**config.mk**
```make
export PLATFORM = sky130hd
export DESIGN_NAME = socr_serial_output_regs
export DESIGN_NICKNAME = d
export VERILOG_FILES = /design/src/inc/socr_pkg.sv /design/src/hdl/socr_frame_build.sv /design/src/hdl/socr_pin_route.sv /design/src/hdl/socr_serial_output_regs.sv
export SDC_FILE = /design/constraint.sdc
export NUM_CORES = 1
export LEC_CHECK = 0
export BUFFER_PORTS_ARGS = -buffer_cell sky130_fd_sc_hd__buf_4
export CORE_MARGIN = 2
export CORE_UTILIZATION = 50
export CTS_CLUSTER_SIZE = 12
export DETAILED_ROUTE_END_ITERATION = 7
export PLACE_DENSITY = 0.72
export SLEW_MARGIN = 20
export SYNTH_ARGS = -nofsm -noshare
export SYNTH_HDL_FRONTEND = slang
export SYNTH_SLANG_ARGS = --single-unit
```
**constraint.sdc**
```tcl
create_clock -name sys_clk -period 5.6 [get_ports sys_clk]
set_input_delay 0.28 -clock sys_clk [delete_from_list [all_inputs] [get_ports sys_clk]]
set_output_delay 0.28 -clock sys_clk [all_outputs]
set_load 0.1 [all_outputs]
```
**src/inc/socr_pkg.sv**
```systemverilog
package socr_pkg;

	// Byte address of bits 7-0 of each register; higher bytes follow.
	localparam logic [5:0] PROTO_ADDR = 6'h0C;
	localparam logic [5:0] CONTENT_ADDR = 6'h10;

	// Field positions inside the output protocol register.
	localparam int MODE_POS = 0;
	localparam int SYNC_CLK_POS = 6;
	localparam int ROLE_POS = 8;
	localparam int GPO_POS = 12;

	// Field positions inside the output frame content register.
	localparam int PAT_POS = 0;
	localparam int PAR_POS = 3;
	localparam int INCLUDE_RANGE_SETTING_POS = 8;
	localparam int IN_AL_POS = 10;
	localparam int SUP_AL_POS = 12;
	localparam int DEV_POS = 14;

	// Output mode codes; the invalid code is never to be programmed.
	localparam logic [1:0] MODE_SYNC = 2'h3;
	localparam logic [1:0] MODE_BAD = 2'h2;

	// Result width and the frame word that carries the left-aligned frame.
	localparam int RESULT_W = 14;
	localparam int FRAME_W = 32;

	// Test patterns, most significant bit shifted out first.
	localparam logic [13:0] PAT_ZEROS = 14'h0000;
	localparam logic [13:0] PAT_ONES = 14'h3FFF;
	localparam logic [13:0] PAT_ALT1 = 14'h1555;
	localparam logic [13:0] PAT_ALT2 = 14'h0CCC;

	// Role of the second output pin.
	typedef enum logic [1:0] {
		ROLE_TRI = 2'h0,
		ROLE_ALARM = 2'h1,
		ROLE_GPO = 2'h2,
		ROLE_LANE = 2'h3
	} socr_role_e;

	// Writable fields of the output protocol register.
	typedef struct packed {
		logic general_output_value;
		socr_role_e second_pin_role;
		logic sync_clock_source;
		logic [1:0] output_mode;
	} socr_proto_s;

	// Writable fields of the output frame content register.
	typedef struct packed {
		logic include_device_address;
		logic [1:0] include_supply_alarm;
		logic [1:0] include_input_alarm;
		logic include_range_setting;
		logic parity_enable;
		logic [2:0] data_pattern;
	} socr_content_s;

	// Reset values of both registers.
	localparam socr_proto_s PROTO_RST = '{1'h0, ROLE_TRI, 1'h0, 2'h0};
	localparam socr_content_s CONTENT_RST = '{1'h0, 2'h0, 2'h0, 1'h0, 1'h0, 3'h0};

endpackage

```
**src/hdl/socr_frame_build.sv**
```systemverilog
`timescale 1ns/1ns
// Builds the left-aligned output frame and its length from the content settings.
module socr_frame_build (
	// Settings.
	input wire socr_pkg::socr_content_s content,
	// Frame sources.
	input wire logic [13:0] conv_result,
	input wire logic [3:0] device_address,
	input wire logic [3:0] range_setting,
	input wire logic [1:0] supply_alarm,
	input wire logic [1:0] input_alarm,
	// Frame.
	output logic [31:0] frame_bits,
	output logic [5:0] frame_len
);

	// Places a left-aligned value at the current fill position.
	function automatic logic [31:0] put(input logic [31:0] acc, input logic [31:0] v,
		input logic [5:0] at);
		return acc | (v >> at);
	endfunction

	// Data value first, then address, alarm flags, range and parity bits.
	always_comb begin
		logic [13:0] data;
		logic adc_par;
		data = conv_result;
		frame_bits = 32'h0;
		frame_len = 6'h0;
		adc_par = 1'h0;
		unique case (content.data_pattern) // RL13
			3'h4: data = socr_pkg::PAT_ZEROS;
			3'h5: data = socr_pkg::PAT_ONES;
			3'h6: data = socr_pkg::PAT_ALT1;
			3'h7: data = socr_pkg::PAT_ALT2;
			default: data = conv_result;
		endcase
		frame_bits = {data, 18'h0};
		frame_len = 6'(socr_pkg::RESULT_W);
		adc_par = ^data;
		// RL15
		if (content.include_device_address) begin
			frame_bits = put(frame_bits, {device_address, 28'h0}, frame_len);
			frame_len = frame_len + 6'h4;
		end
		// Bit 0 of each include pair selects the high flag, bit 1 the low flag.
		for (int i = 0; i < 2; i++) begin
			if (content.include_supply_alarm[i]) begin
				frame_bits = put(frame_bits, {supply_alarm[i], 31'h0}, frame_len);
				frame_len = frame_len + 6'h1;
			end
		end
		for (int i = 0; i < 2; i++) begin
			if (content.include_input_alarm[i]) begin
				frame_bits = put(frame_bits, {input_alarm[i], 31'h0}, frame_len);
				frame_len = frame_len + 6'h1;
			end
		end
		if (content.include_range_setting) begin
			frame_bits = put(frame_bits, {range_setting, 28'h0}, frame_len);
			frame_len = frame_len + 6'h4;
		end
		// The frame parity is taken before the result parity joins the frame.
		if (content.parity_enable) begin // RL14
			frame_bits = put(frame_bits, {^frame_bits, 31'h0}, frame_len + 6'h1);
			frame_bits = put(frame_bits, {adc_par, 31'h0}, frame_len);
			frame_len = frame_len + 6'h2;
		end
	end

endmodule

```
**src/hdl/socr_pin_route.sv**
```systemverilog
`timescale 1ns/1ns
// Chooses what the second output pin carries for the applied role.
module socr_pin_route (
	// Settings.
	input wire socr_pkg::socr_role_e role,
	input wire logic general_output_value,
	// Pin sources.
	input wire logic alarm_level,
	input wire logic second_lane_data,
	// Pin.
	output logic pin_out,
	output logic pin_oe,
	output logic two_lane
);

	// Each role decides drive, value and lane count together.
	always_comb begin
		pin_out = 1'h0;
		pin_oe = 1'h1;
		two_lane = 1'h0;
		unique case (role) // RL4
			socr_pkg::ROLE_TRI: pin_oe = 1'h0;
			socr_pkg::ROLE_ALARM: pin_out = alarm_level;
			socr_pkg::ROLE_GPO: pin_out = general_output_value; // RL3
			socr_pkg::ROLE_LANE: begin
				pin_out = second_lane_data;
				two_lane = 1'h1;
			end
		endcase
	end

endmodule

```
**src/hdl/socr_serial_output_regs.sv**
```systemverilog
`timescale 1ns/1ns
// Operation
// RL1 - Protocol register at bytes 0Ch to 0Fh.
// RL2 - Reserved protocol bits read zero, ignore writes.
// RL3 - Bit 12 drives the general output pin.
// RL4 - Bits 9-8 pick second pin role.
// RL5 - Bit 6 picks external or internal clock.
// RL6 - Clock pick matters only in sync mode.
// RL7 - Mode 0x follows input-side polarity and phase.
// RL8 - Host never programs output mode 10b.
// RL9 - Mode 11b uses source-synchronous protocol.
// RL10 - Power-on-only fields survive application reset.
// RL11 - Content register at bytes 10h to 13h.
// RL12 - Content register holds include, parity, pattern fields.
// RL13 - Pattern field selects result or test pattern.
// RL14 - Parity adds result and frame parity bits.
// RL15 - Includes insert address, range, alarm flags.
// RL16 - Input protocol code gives polarity and phase.
// RL17 - Byte writes touch one lane, skip reserved.
// RL18 - Protocol changes apply at a frame boundary.
module socr_serial_output_regs (
	// Clock and resets; sys_rst is the power-on reset.
	input wire logic sys_clk,
	input wire logic sys_rst,
	input wire logic app_rst,
	// Byte register port from the serial programming engine.
	input wire logic [5:0] reg_addr,
	input wire logic reg_wr,
	input wire logic reg_rd,
	input wire logic [7:0] reg_wdata,
	output logic [7:0] reg_rdata,
	// Frame engine side.
	input wire logic frame_boundary,
	input wire logic [1:0] input_clock_phase_select,
	input wire logic [13:0] conv_result,
	input wire logic [3:0] device_address,
	input wire logic [3:0] range_setting,
	input wire logic [1:0] supply_alarm,
	input wire logic [1:0] input_alarm,
	input wire logic alarm_level,
	input wire logic second_lane_data,
	// Applied output protocol.
	output logic out_cpol,
	output logic out_cpha,
	output logic out_sync_protocol,
	output logic out_clk_internal,
	output logic two_lane,
	// Frame for the shift engine.
	output logic [31:0] frame_bits,
	output logic [5:0] frame_len,
	// Second output pin.
	output logic second_pin_out,
	output logic second_pin_oe
);

	// Registers as software sees them.
	socr_pkg::socr_proto_s proto;
	socr_pkg::socr_content_s content;
	// Copies that the frame side uses, refreshed only between frames.
	socr_pkg::socr_proto_s act_proto;
	socr_pkg::socr_content_s act_content;
	// Write byte moved to its lane within a 32-bit word.
	logic [31:0] wide;
	// Register selects.
	logic hit_proto;
	logic hit_content;
	// Read words with reserved bits forced to zero.
	logic [31:0] proto_word;
	logic [31:0] content_word;
	// Outputs of the two helpers.
	logic [31:0] next_frame_bits;
	logic [5:0] next_frame_len;
	logic next_pin_out;
	logic next_pin_oe;
	logic next_two_lane;

	// True when the addressed byte is the lane holding a field position.
	function automatic logic lane_is(input logic [1:0] lane, input int pos);
		return lane == 2'(pos / 8);
	endfunction

	// Address decode: the upper address bits pick the register.
	assign hit_proto = reg_addr[5:2] == socr_pkg::PROTO_ADDR[5:2]; // RL1
	assign hit_content = reg_addr[5:2] == socr_pkg::CONTENT_ADDR[5:2]; // RL11
	assign wide = 32'(reg_wdata) << {reg_addr[1:0], 3'h0};

	// Read words; only the writable fields are placed, so the rest read zero.
	always_comb begin
		proto_word = 32'h0; // RL2
		proto_word[socr_pkg::MODE_POS +: 2] = proto.output_mode;
		proto_word[socr_pkg::SYNC_CLK_POS] = proto.sync_clock_source;
		proto_word[socr_pkg::ROLE_POS +: 2] = proto.second_pin_role;
		proto_word[socr_pkg::GPO_POS] = proto.general_output_value;
		content_word = 32'h0;
		content_word[socr_pkg::PAT_POS +: 3] = content.data_pattern; // RL12
		content_word[socr_pkg::PAR_POS] = content.parity_enable;
		content_word[socr_pkg::INCLUDE_RANGE_SETTING_POS] = content.include_range_setting;
		content_word[socr_pkg::IN_AL_POS +: 2] = content.include_input_alarm;
		content_word[socr_pkg::SUP_AL_POS +: 2] = content.include_supply_alarm;
		content_word[socr_pkg::DEV_POS] = content.include_device_address;
	end

	// Protocol register. Mode and clock source clear only on power-on reset.
	always_ff @(posedge sys_clk) begin
		if (sys_rst) begin
			proto <= socr_pkg::PROTO_RST;
		end else begin
			if (app_rst) begin // RL10
				proto.general_output_value <= socr_pkg::PROTO_RST.general_output_value;
				proto.second_pin_role <= socr_pkg::PROTO_RST.second_pin_role;
			end else if (reg_wr && hit_proto && lane_is(reg_addr[1:0], socr_pkg::ROLE_POS)) begin
				// RL17
				proto.second_pin_role <= socr_pkg::socr_role_e'(wide[socr_pkg::ROLE_POS +: 2]);
				proto.general_output_value <= wide[socr_pkg::GPO_POS];
			end
			if (reg_wr && hit_proto && lane_is(reg_addr[1:0], socr_pkg::MODE_POS)) begin
				// The invalid mode code is stored as written; the host avoids it.
				proto.output_mode <= wide[socr_pkg::MODE_POS +: 2]; // RL8
				proto.sync_clock_source <= wide[socr_pkg::SYNC_CLK_POS];
			end
		end
	end

	// Content register. Only the parity enable survives application reset.
	always_ff @(posedge sys_clk) begin
		if (sys_rst) begin
			content <= socr_pkg::CONTENT_RST;
		end else begin
			if (app_rst) begin // RL10
				content.data_pattern <= socr_pkg::CONTENT_RST.data_pattern;
				content.include_range_setting <= socr_pkg::CONTENT_RST.include_range_setting;
				content.include_input_alarm <= socr_pkg::CONTENT_RST.include_input_alarm;
				content.include_supply_alarm <= socr_pkg::CONTENT_RST.include_supply_alarm;
				content.include_device_address <= socr_pkg::CONTENT_RST.include_device_address;
			end else if (reg_wr && hit_content) begin
				// RL17
				if (lane_is(reg_addr[1:0], socr_pkg::PAT_POS)) begin
					content.data_pattern <= wide[socr_pkg::PAT_POS +: 3];
				end
				if (lane_is(reg_addr[1:0], socr_pkg::INCLUDE_RANGE_SETTING_POS)) begin
					content.include_range_setting <= wide[socr_pkg::INCLUDE_RANGE_SETTING_POS];
					content.include_input_alarm <= wide[socr_pkg::IN_AL_POS +: 2];
					content.include_supply_alarm <= wide[socr_pkg::SUP_AL_POS +: 2];
					content.include_device_address <= wide[socr_pkg::DEV_POS];
				end
			end
			if (reg_wr && hit_content && lane_is(reg_addr[1:0], socr_pkg::PAR_POS)) begin
				content.parity_enable <= wide[socr_pkg::PAR_POS];
			end
		end
	end

	// Read data is registered; unmapped addresses read zero.
	always_ff @(posedge sys_clk) begin
		if (sys_rst) begin
			reg_rdata <= 8'h00;
		end else if (reg_rd) begin
			if (hit_proto) begin
				reg_rdata <= 8'(proto_word >> {reg_addr[1:0], 3'h0});
			end else if (hit_content) begin
				reg_rdata <= 8'(content_word >> {reg_addr[1:0], 3'h0});
			end else begin
				reg_rdata <= 8'h00;
			end
		end
	end

	// Settings move to the frame side only between frames, so a frame in
	// flight never sees a half-changed protocol, pin role or layout.
	always_ff @(posedge sys_clk) begin
		if (sys_rst) begin
			act_proto <= socr_pkg::PROTO_RST;
			act_content <= socr_pkg::CONTENT_RST;
		end else if (frame_boundary) begin // RL18
			act_proto <= proto;
			act_content <= content;
		end
	end

	// Frame assembly from the applied content settings.
	socr_frame_build u_frame (
		.content(act_content),
		.conv_result(conv_result),
		.device_address(device_address),
		.range_setting(range_setting),
		.supply_alarm(supply_alarm),
		.input_alarm(input_alarm),
		.frame_bits(next_frame_bits),
		.frame_len(next_frame_len)
	);

	// Second pin routing from the applied role.
	socr_pin_route u_pin (
		.role(act_proto.second_pin_role),
		.general_output_value(act_proto.general_output_value),
		.alarm_level(alarm_level),
		.second_lane_data(second_lane_data),
		.pin_out(next_pin_out),
		.pin_oe(next_pin_oe),
		.two_lane(next_two_lane)
	);

	// Applied protocol. Only mode 11b leaves the input-side clocking; the
	// clock source only means something there, so it reads low elsewhere.
	always_ff @(posedge sys_clk) begin
		if (sys_rst) begin
			out_cpol <= 1'h0;
			out_cpha <= 1'h0;
			out_sync_protocol <= 1'h0;
			out_clk_internal <= 1'h0;
		end else if (act_proto.output_mode == socr_pkg::MODE_SYNC) begin // RL9
			out_cpol <= 1'h0;
			out_cpha <= 1'h0;
			out_sync_protocol <= 1'h1;
			out_clk_internal <= act_proto.sync_clock_source; // RL5
		end else begin
			out_cpol <= input_clock_phase_select[1]; // RL7 RL16
			out_cpha <= input_clock_phase_select[0];
			out_sync_protocol <= 1'h0;
			out_clk_internal <= 1'h0; // RL6
		end
	end

	// Frame and pin outputs, one flop stage after the helpers.
	always_ff @(posedge sys_clk) begin
		if (sys_rst) begin
			frame_bits <= 32'h0;
			frame_len <= 6'h0;
			second_pin_out <= 1'h0;
			second_pin_oe <= 1'h0;
			two_lane <= 1'h0;
		end else begin
			frame_bits <= next_frame_bits; // RL13 RL14 RL15
			frame_len <= next_frame_len;
			second_pin_out <= next_pin_out; // RL3
			second_pin_oe <= next_pin_oe; // RL4
			two_lane <= next_two_lane;
		end
	end
endmodule

```
After elaboration in Yosys (flattened, before gate mapping)
Cells that the tools add are included.
- multiplexer cells: 21
- add/subtract/negate cells: 7
- $lt $le $gt $ge: 0
- shift-type cells: 10
- multiply operators: 0
- bitwise logic cells: 9
- divide/modulo/power cells: 0
- equality and inequality tests: 11
- reduce and logical (&&, ||, !) cells: 14
- operators with widths (cell ; number):
    $mux 32 ; 7
    $or 32x32->32 ; 7
    $shr 32x6->32 ; 6
    $pmux 14 s4 ; 1
    $mux 6 ; 6
    $or 32x18->32 ; 1
    $reduce_xor 32->1 ; 1
    $shr 32x5->32 ; 1
    $add 6x1->6 const B ; 4
    $mux 8 ; 2
    $shl 8x5->15 ; 1
    $shr 15x5->8 ; 1
    $reduce_xor 14->1 ; 1
    $shr 13x5->8 ; 1
    $eq 3x3->1 const B ; 4
    $add 5x1->6 const B ; 1
    $add 6x2->6 const B ; 1
    $add 6x3->6 const B ; 1
    $eq 2x2->1 const B ; 3
    $reduce_or 2->1 ; 3
    $logic_and 1x1->1 ; 5
    $mux 5 ; 1
    $eq 2x1->1 const B ; 2
    $eq 4x2->1 const B ; 1
    6 further kinds ; 10
- ROM bits: 0
- bits in registers: 85
- bits in writable memories: 0
- bits of input ports: 50
- latch bits: 0
- word-level logic and storage cells: 102
- memories: 0

Logic depth before layout (Yosys ltp)
- depth in word-level cells: 19
- mapped depth: 24
- mapped depth without buffers: 20

Hierarchy
A second synthesis with hierarchy kept.
- cell total of the unflattened synthesis: 835
- area, all modules: 6402.4 sq um
- modules (own cells, without submodules) (module ; area an instance (sq um) ; instances ; cells each):
    socr_frame_build ; 3534.6 ; 1 ; 560
    socr_serial_output_regs ; 2830.2 ; 1 ; 270
    socr_pin_route ; 37.5 ; 1 ; 5

Worst setup path after synthesis
Ideal clock, no wire load.
- kind: flip-flop to flip-flop
- start point: register act_content[8] in the netlist's numbering
- end point: register frame_bits[3]
- data arrival time: 5021 ps
- cell stages (with the launch flop): 23
- buffers on the path: 5
- setup time: 135 ps
- slack: 444 ps
- cells stage by stage: dfxtp_1 buf_4 buf_2 inv_1 ha_1 buf_2 xnor2_2 inv_1 ha_1 nor2b_1 a31o_2 buf_2 mux2_2 nor2_1 o21ai_0 a2bb2oi_1 xnor2_1 xnor3_1 xnor3_1 xnor3_2 buf_6 a311oi_1 nor3_1
- word-level cells in the longest chain between the ends: 13
- elaborated cells on any way between the ends: 24
- RTL lines (item ; RTL line ; text):
    start: declaration ; socr_serial_output_regs.sv:61 ; socr_pkg::socr_content_s act_content;
    start signal: assignment ; socr_serial_output_regs.sv:173 ; act_content <= socr_pkg::CONTENT_RST;
    start signal: assignment ; socr_serial_output_regs.sv:176 ; act_content <= content;
    parallel branches: the longest is 12 deep, another holds $add 6x1->6 ; n/a ;
    $mux 32 (*) ; socr_frame_build.sv:64 ; if (content.parity_enable) begin
    end signal: assignment ; socr_serial_output_regs.sv:233 ; frame_bits <= next_frame_bits;
    end: declaration ; socr_serial_output_regs.sv:49 ; output logic [31:0] frame_bits,
Mark *: on every way between the ends.
A chain may end at the register's enable or synchronous reset.

Worst setup path in the final report
- start point: register act_content[7] in the netlist's numbering
- end point: register frame_bits[29]
- word-level cells in the longest chain between the ends: 15
- elaborated cells on any way between the ends: 29
- RTL lines (item ; RTL line):
    parallel branches: the longest is 14 deep, another holds $add 6x1->6 ; n/a
    $mux 32 (*) ; socr_frame_build.sv:64
Marked as above.

==> impl_metrics.ini <==
[grt]
grtUsageMet2_pct = 49.4
grt_usage_pct = 32.5
grt_pass1_vias = 6510
grt_max_degree = 72
antenna_found_initial = 0
grt_pass1_wl_um = 36300
busiest_layer = met2
grt_util_met1_pct = 45.2
grt_overflow_total = 0
grt_util_met3_pct = 6.18

[die]
die_w_um = 120
num_rows = 42
die_h_um = 120
core_um2 = 13100
die_area_um2 = 14300
boundaryPins = 103
start_util_pct = 50.8

[drt]
drc = 0
dr_total_vias = 7328
routed_wl_um = 23500
first_pass_iters = 6
vias_per_cell = 6.39
routedWlPerCell_um = 20.5
drtAntennaViolNets = 0
drtIter0Drc = 853

[job]
drv_cap = 0

[place]
dp_cells = 1131
dpl_cell_area_um2 = 7710
place.gp.congestion = 1.02
pre_cts_ws_ns = 0.335
dp_hpwl_um = 18200
port_buffers = 100

[sta]
skew_ns = 0.00624
maxSlewHeadroom_pct = 40.1
max_freq_mhz = 189
grt_setup_unrepaired = false
finalCriticalPeriod_ns = 5.30
final_max_slew_viol_count = 0
setup_tns_ns = 0
hold_viol = 0
hold_slack_ns = 0.124
finalSetupViolCount = 0
worstMarginPinSlew_ns = 0.886
fin_ws_ns = 0.300
finalCritPeriodShare_pct = 94.6

[logic_synthesis]
synth_edf_count = 0
synth.distinct_cells = 78
synth_area_per_cell_um2 = 7.69
ys.warnings.count = 0
yosys.area.top_type = dfxtp_1
ys_async_sr_fraction_pct = 0
ys_ff_latch = 84
syn-num-nets = 926
ys.flop_type = dfxtp_1
synth_area_um2 = 6680
yosysTopAreaCellShare_pct = 25.2
yosysSeqAreaShare_pct = 25.2
synth.area.top_cells = dfxtp_1 25%, nor2_1 5.8%, mux2i_1 5.5%
netlist_instances = 868

[clocking]
postCtsSetupBuffers = 0
clkLatencyLatePin_ns = 0.35
cts_buffers = 9
root_buffer = clkbuf_16
htree_levels = 3
clkTransAtPathRegs_ns = 0.07
clock_path_buffers = 2
tritoncts = built
cts.sinks = 84

[power_and_ir_drop]
p_leak_nw = 3.23
cellPowerDensity_nw_per_um2 = 193
vdd_ir_drop_max_uv = 194

[setup_path]
cp-end-kind = flop
path_max_fanout = 32
cp.required_ns = 5.82
arrival_ns = 5.52
crit_type = flop to flop
start_kind = flop

[layout]
fin_nets = 1024
final_cell_mix = 137 x buf_4, 103 x nor2_1, 84 x dfxtp_1, 59 x nand2_1, 48 x o21ai_0
fin_cells = 1147
layout_commonest_cell = buf_4
insertedDiodeCount = 0
syn_to_final_growth_pct = 20.3
design_area_um2 = 8030
drive_gt1_share_pct = 20.3

[status]
status = finished clean

[hold_path]
min_path_type = input port to flop
-- kinds of logic (layout without fill, tap and decap cells) --
| group | after synthesis | in the layout | synth area share [%] |
|---|---|---|---|
| fa+ha+maj | 8 | 8 | 1.50 |
| flops | 84 | 84 | 25.2 |
| compound gates | 281 | 281 | 29.5 |
| other cells | 1 | 1 | 0.0562 |
| mux | 46 | 46 | 7.23 |
| buf+inv | 79 | 182 | 5.13 |
| simple gates | 322 | 322 | 23.5 |
| xor+xnor | 47 | 47 | 7.87 |
-- state kept, by name, summed over array words and instances, names as in the netlist, 6 cells and up --
register and cells:
proto 6, act_content 10, content 10, reg_rdata 7, frame_len 6, frame_bits 32
act_proto 6
-- critical path, stage by stage (launching register included) --
cell and delay (ns):
dfxtp_1 0.41, inv_1 0.12, ha_2 0.50, xnor2_2 0.09, inv_1 0.09, ha_1 0.22, nand2_1 0.12, a211o_1 0.33
a311oi_1 0.41, a211o_1 0.36, nand2_1 0.24, o211a_1 0.27, a31oi_1 0.18, xnor3_1 0.37, xnor3_1 0.38, xnor3_2 0.42
buf_12 0.18, a21oi_1 0.08, a211oi_1 0.36
-- final cells by class --
| cell class | instances | area [µm²] |
|---|---|---|
| Timing Repair Buffer | 138 | 1050 |
| Tap cell | 176 | 220 |
| Sequential cell | 84 | 1680 |
| Clock inverter | 7 | 88.8 |
| Multi-Input combinational cell | 705 | 4660 |
| Inverter | 28 | 105 |
| Fill cell | 1252 | 5110 |
| Clock buffer | 9 | 225 |
-- routing by layer --
layer,vias to the layer above,share of wire [%],wire (µm)
li1,3446,-,-
met1,3374,43,10000
met4,0,3.6,834
met2,452,44,10300
met5,-,0,0
met3,56,9.9,2320
-- worst paths after layout --
path	startpoint	end	slack [ns]	cells after the start
worst max-delay path	act_content[7]	frame_bits[29]	0.30	18
worst min-delay path	input_clock_phase_select[0]	out_cpha	0.12	2
worst max register to register	act_content[7]	frame_bits[29]	0.30	18
worst min register to register	act_proto[0]	out_sync_protocol	0.46	2
-- timing repair --
item                       CTS  global route
gates resized for setup      0             2
hold buffers                 0             0
setup endpoints to repair    0            31
-- per-stage QoR --
step           util (%)  power, mW
6_report           61.1       1.55
5_1_grt            61.1       1.60
4_1_cts            61.1       1.56
3_5_place_dp       58.7      0.937
3_3_place_gp       58.7      0.936
2_1_floorplan         -      0.852
-- report_power, final --
group / switching, mW / internal (mW) / total, mW
registers: 0.00233 / 0.604 / 0.607
clock network: 0.265 / 0.358 / 0.622
logic: 0.203 / 0.121 / 0.324
-- cell usage after synthesis (all sizes together) (8+ instances only) --
master	count
nand3	40
and3	10
mux2	8
nor2b	8
o21ai	52
a211oi	34
ha	8
o211ai	10
nand2	59
buf	20
o22ai	9
xnor2	33
clkbuf	31
inv	28
a31oi	31
a311oi	8
a221oi	19
nand2b	8
dfxtp	84
a21oi	48
nor3	30
and2	18
mux2i	38
a21o	8
nor2	104
a22o	8
No activity file was read; power rests on OpenSTA's default activity.
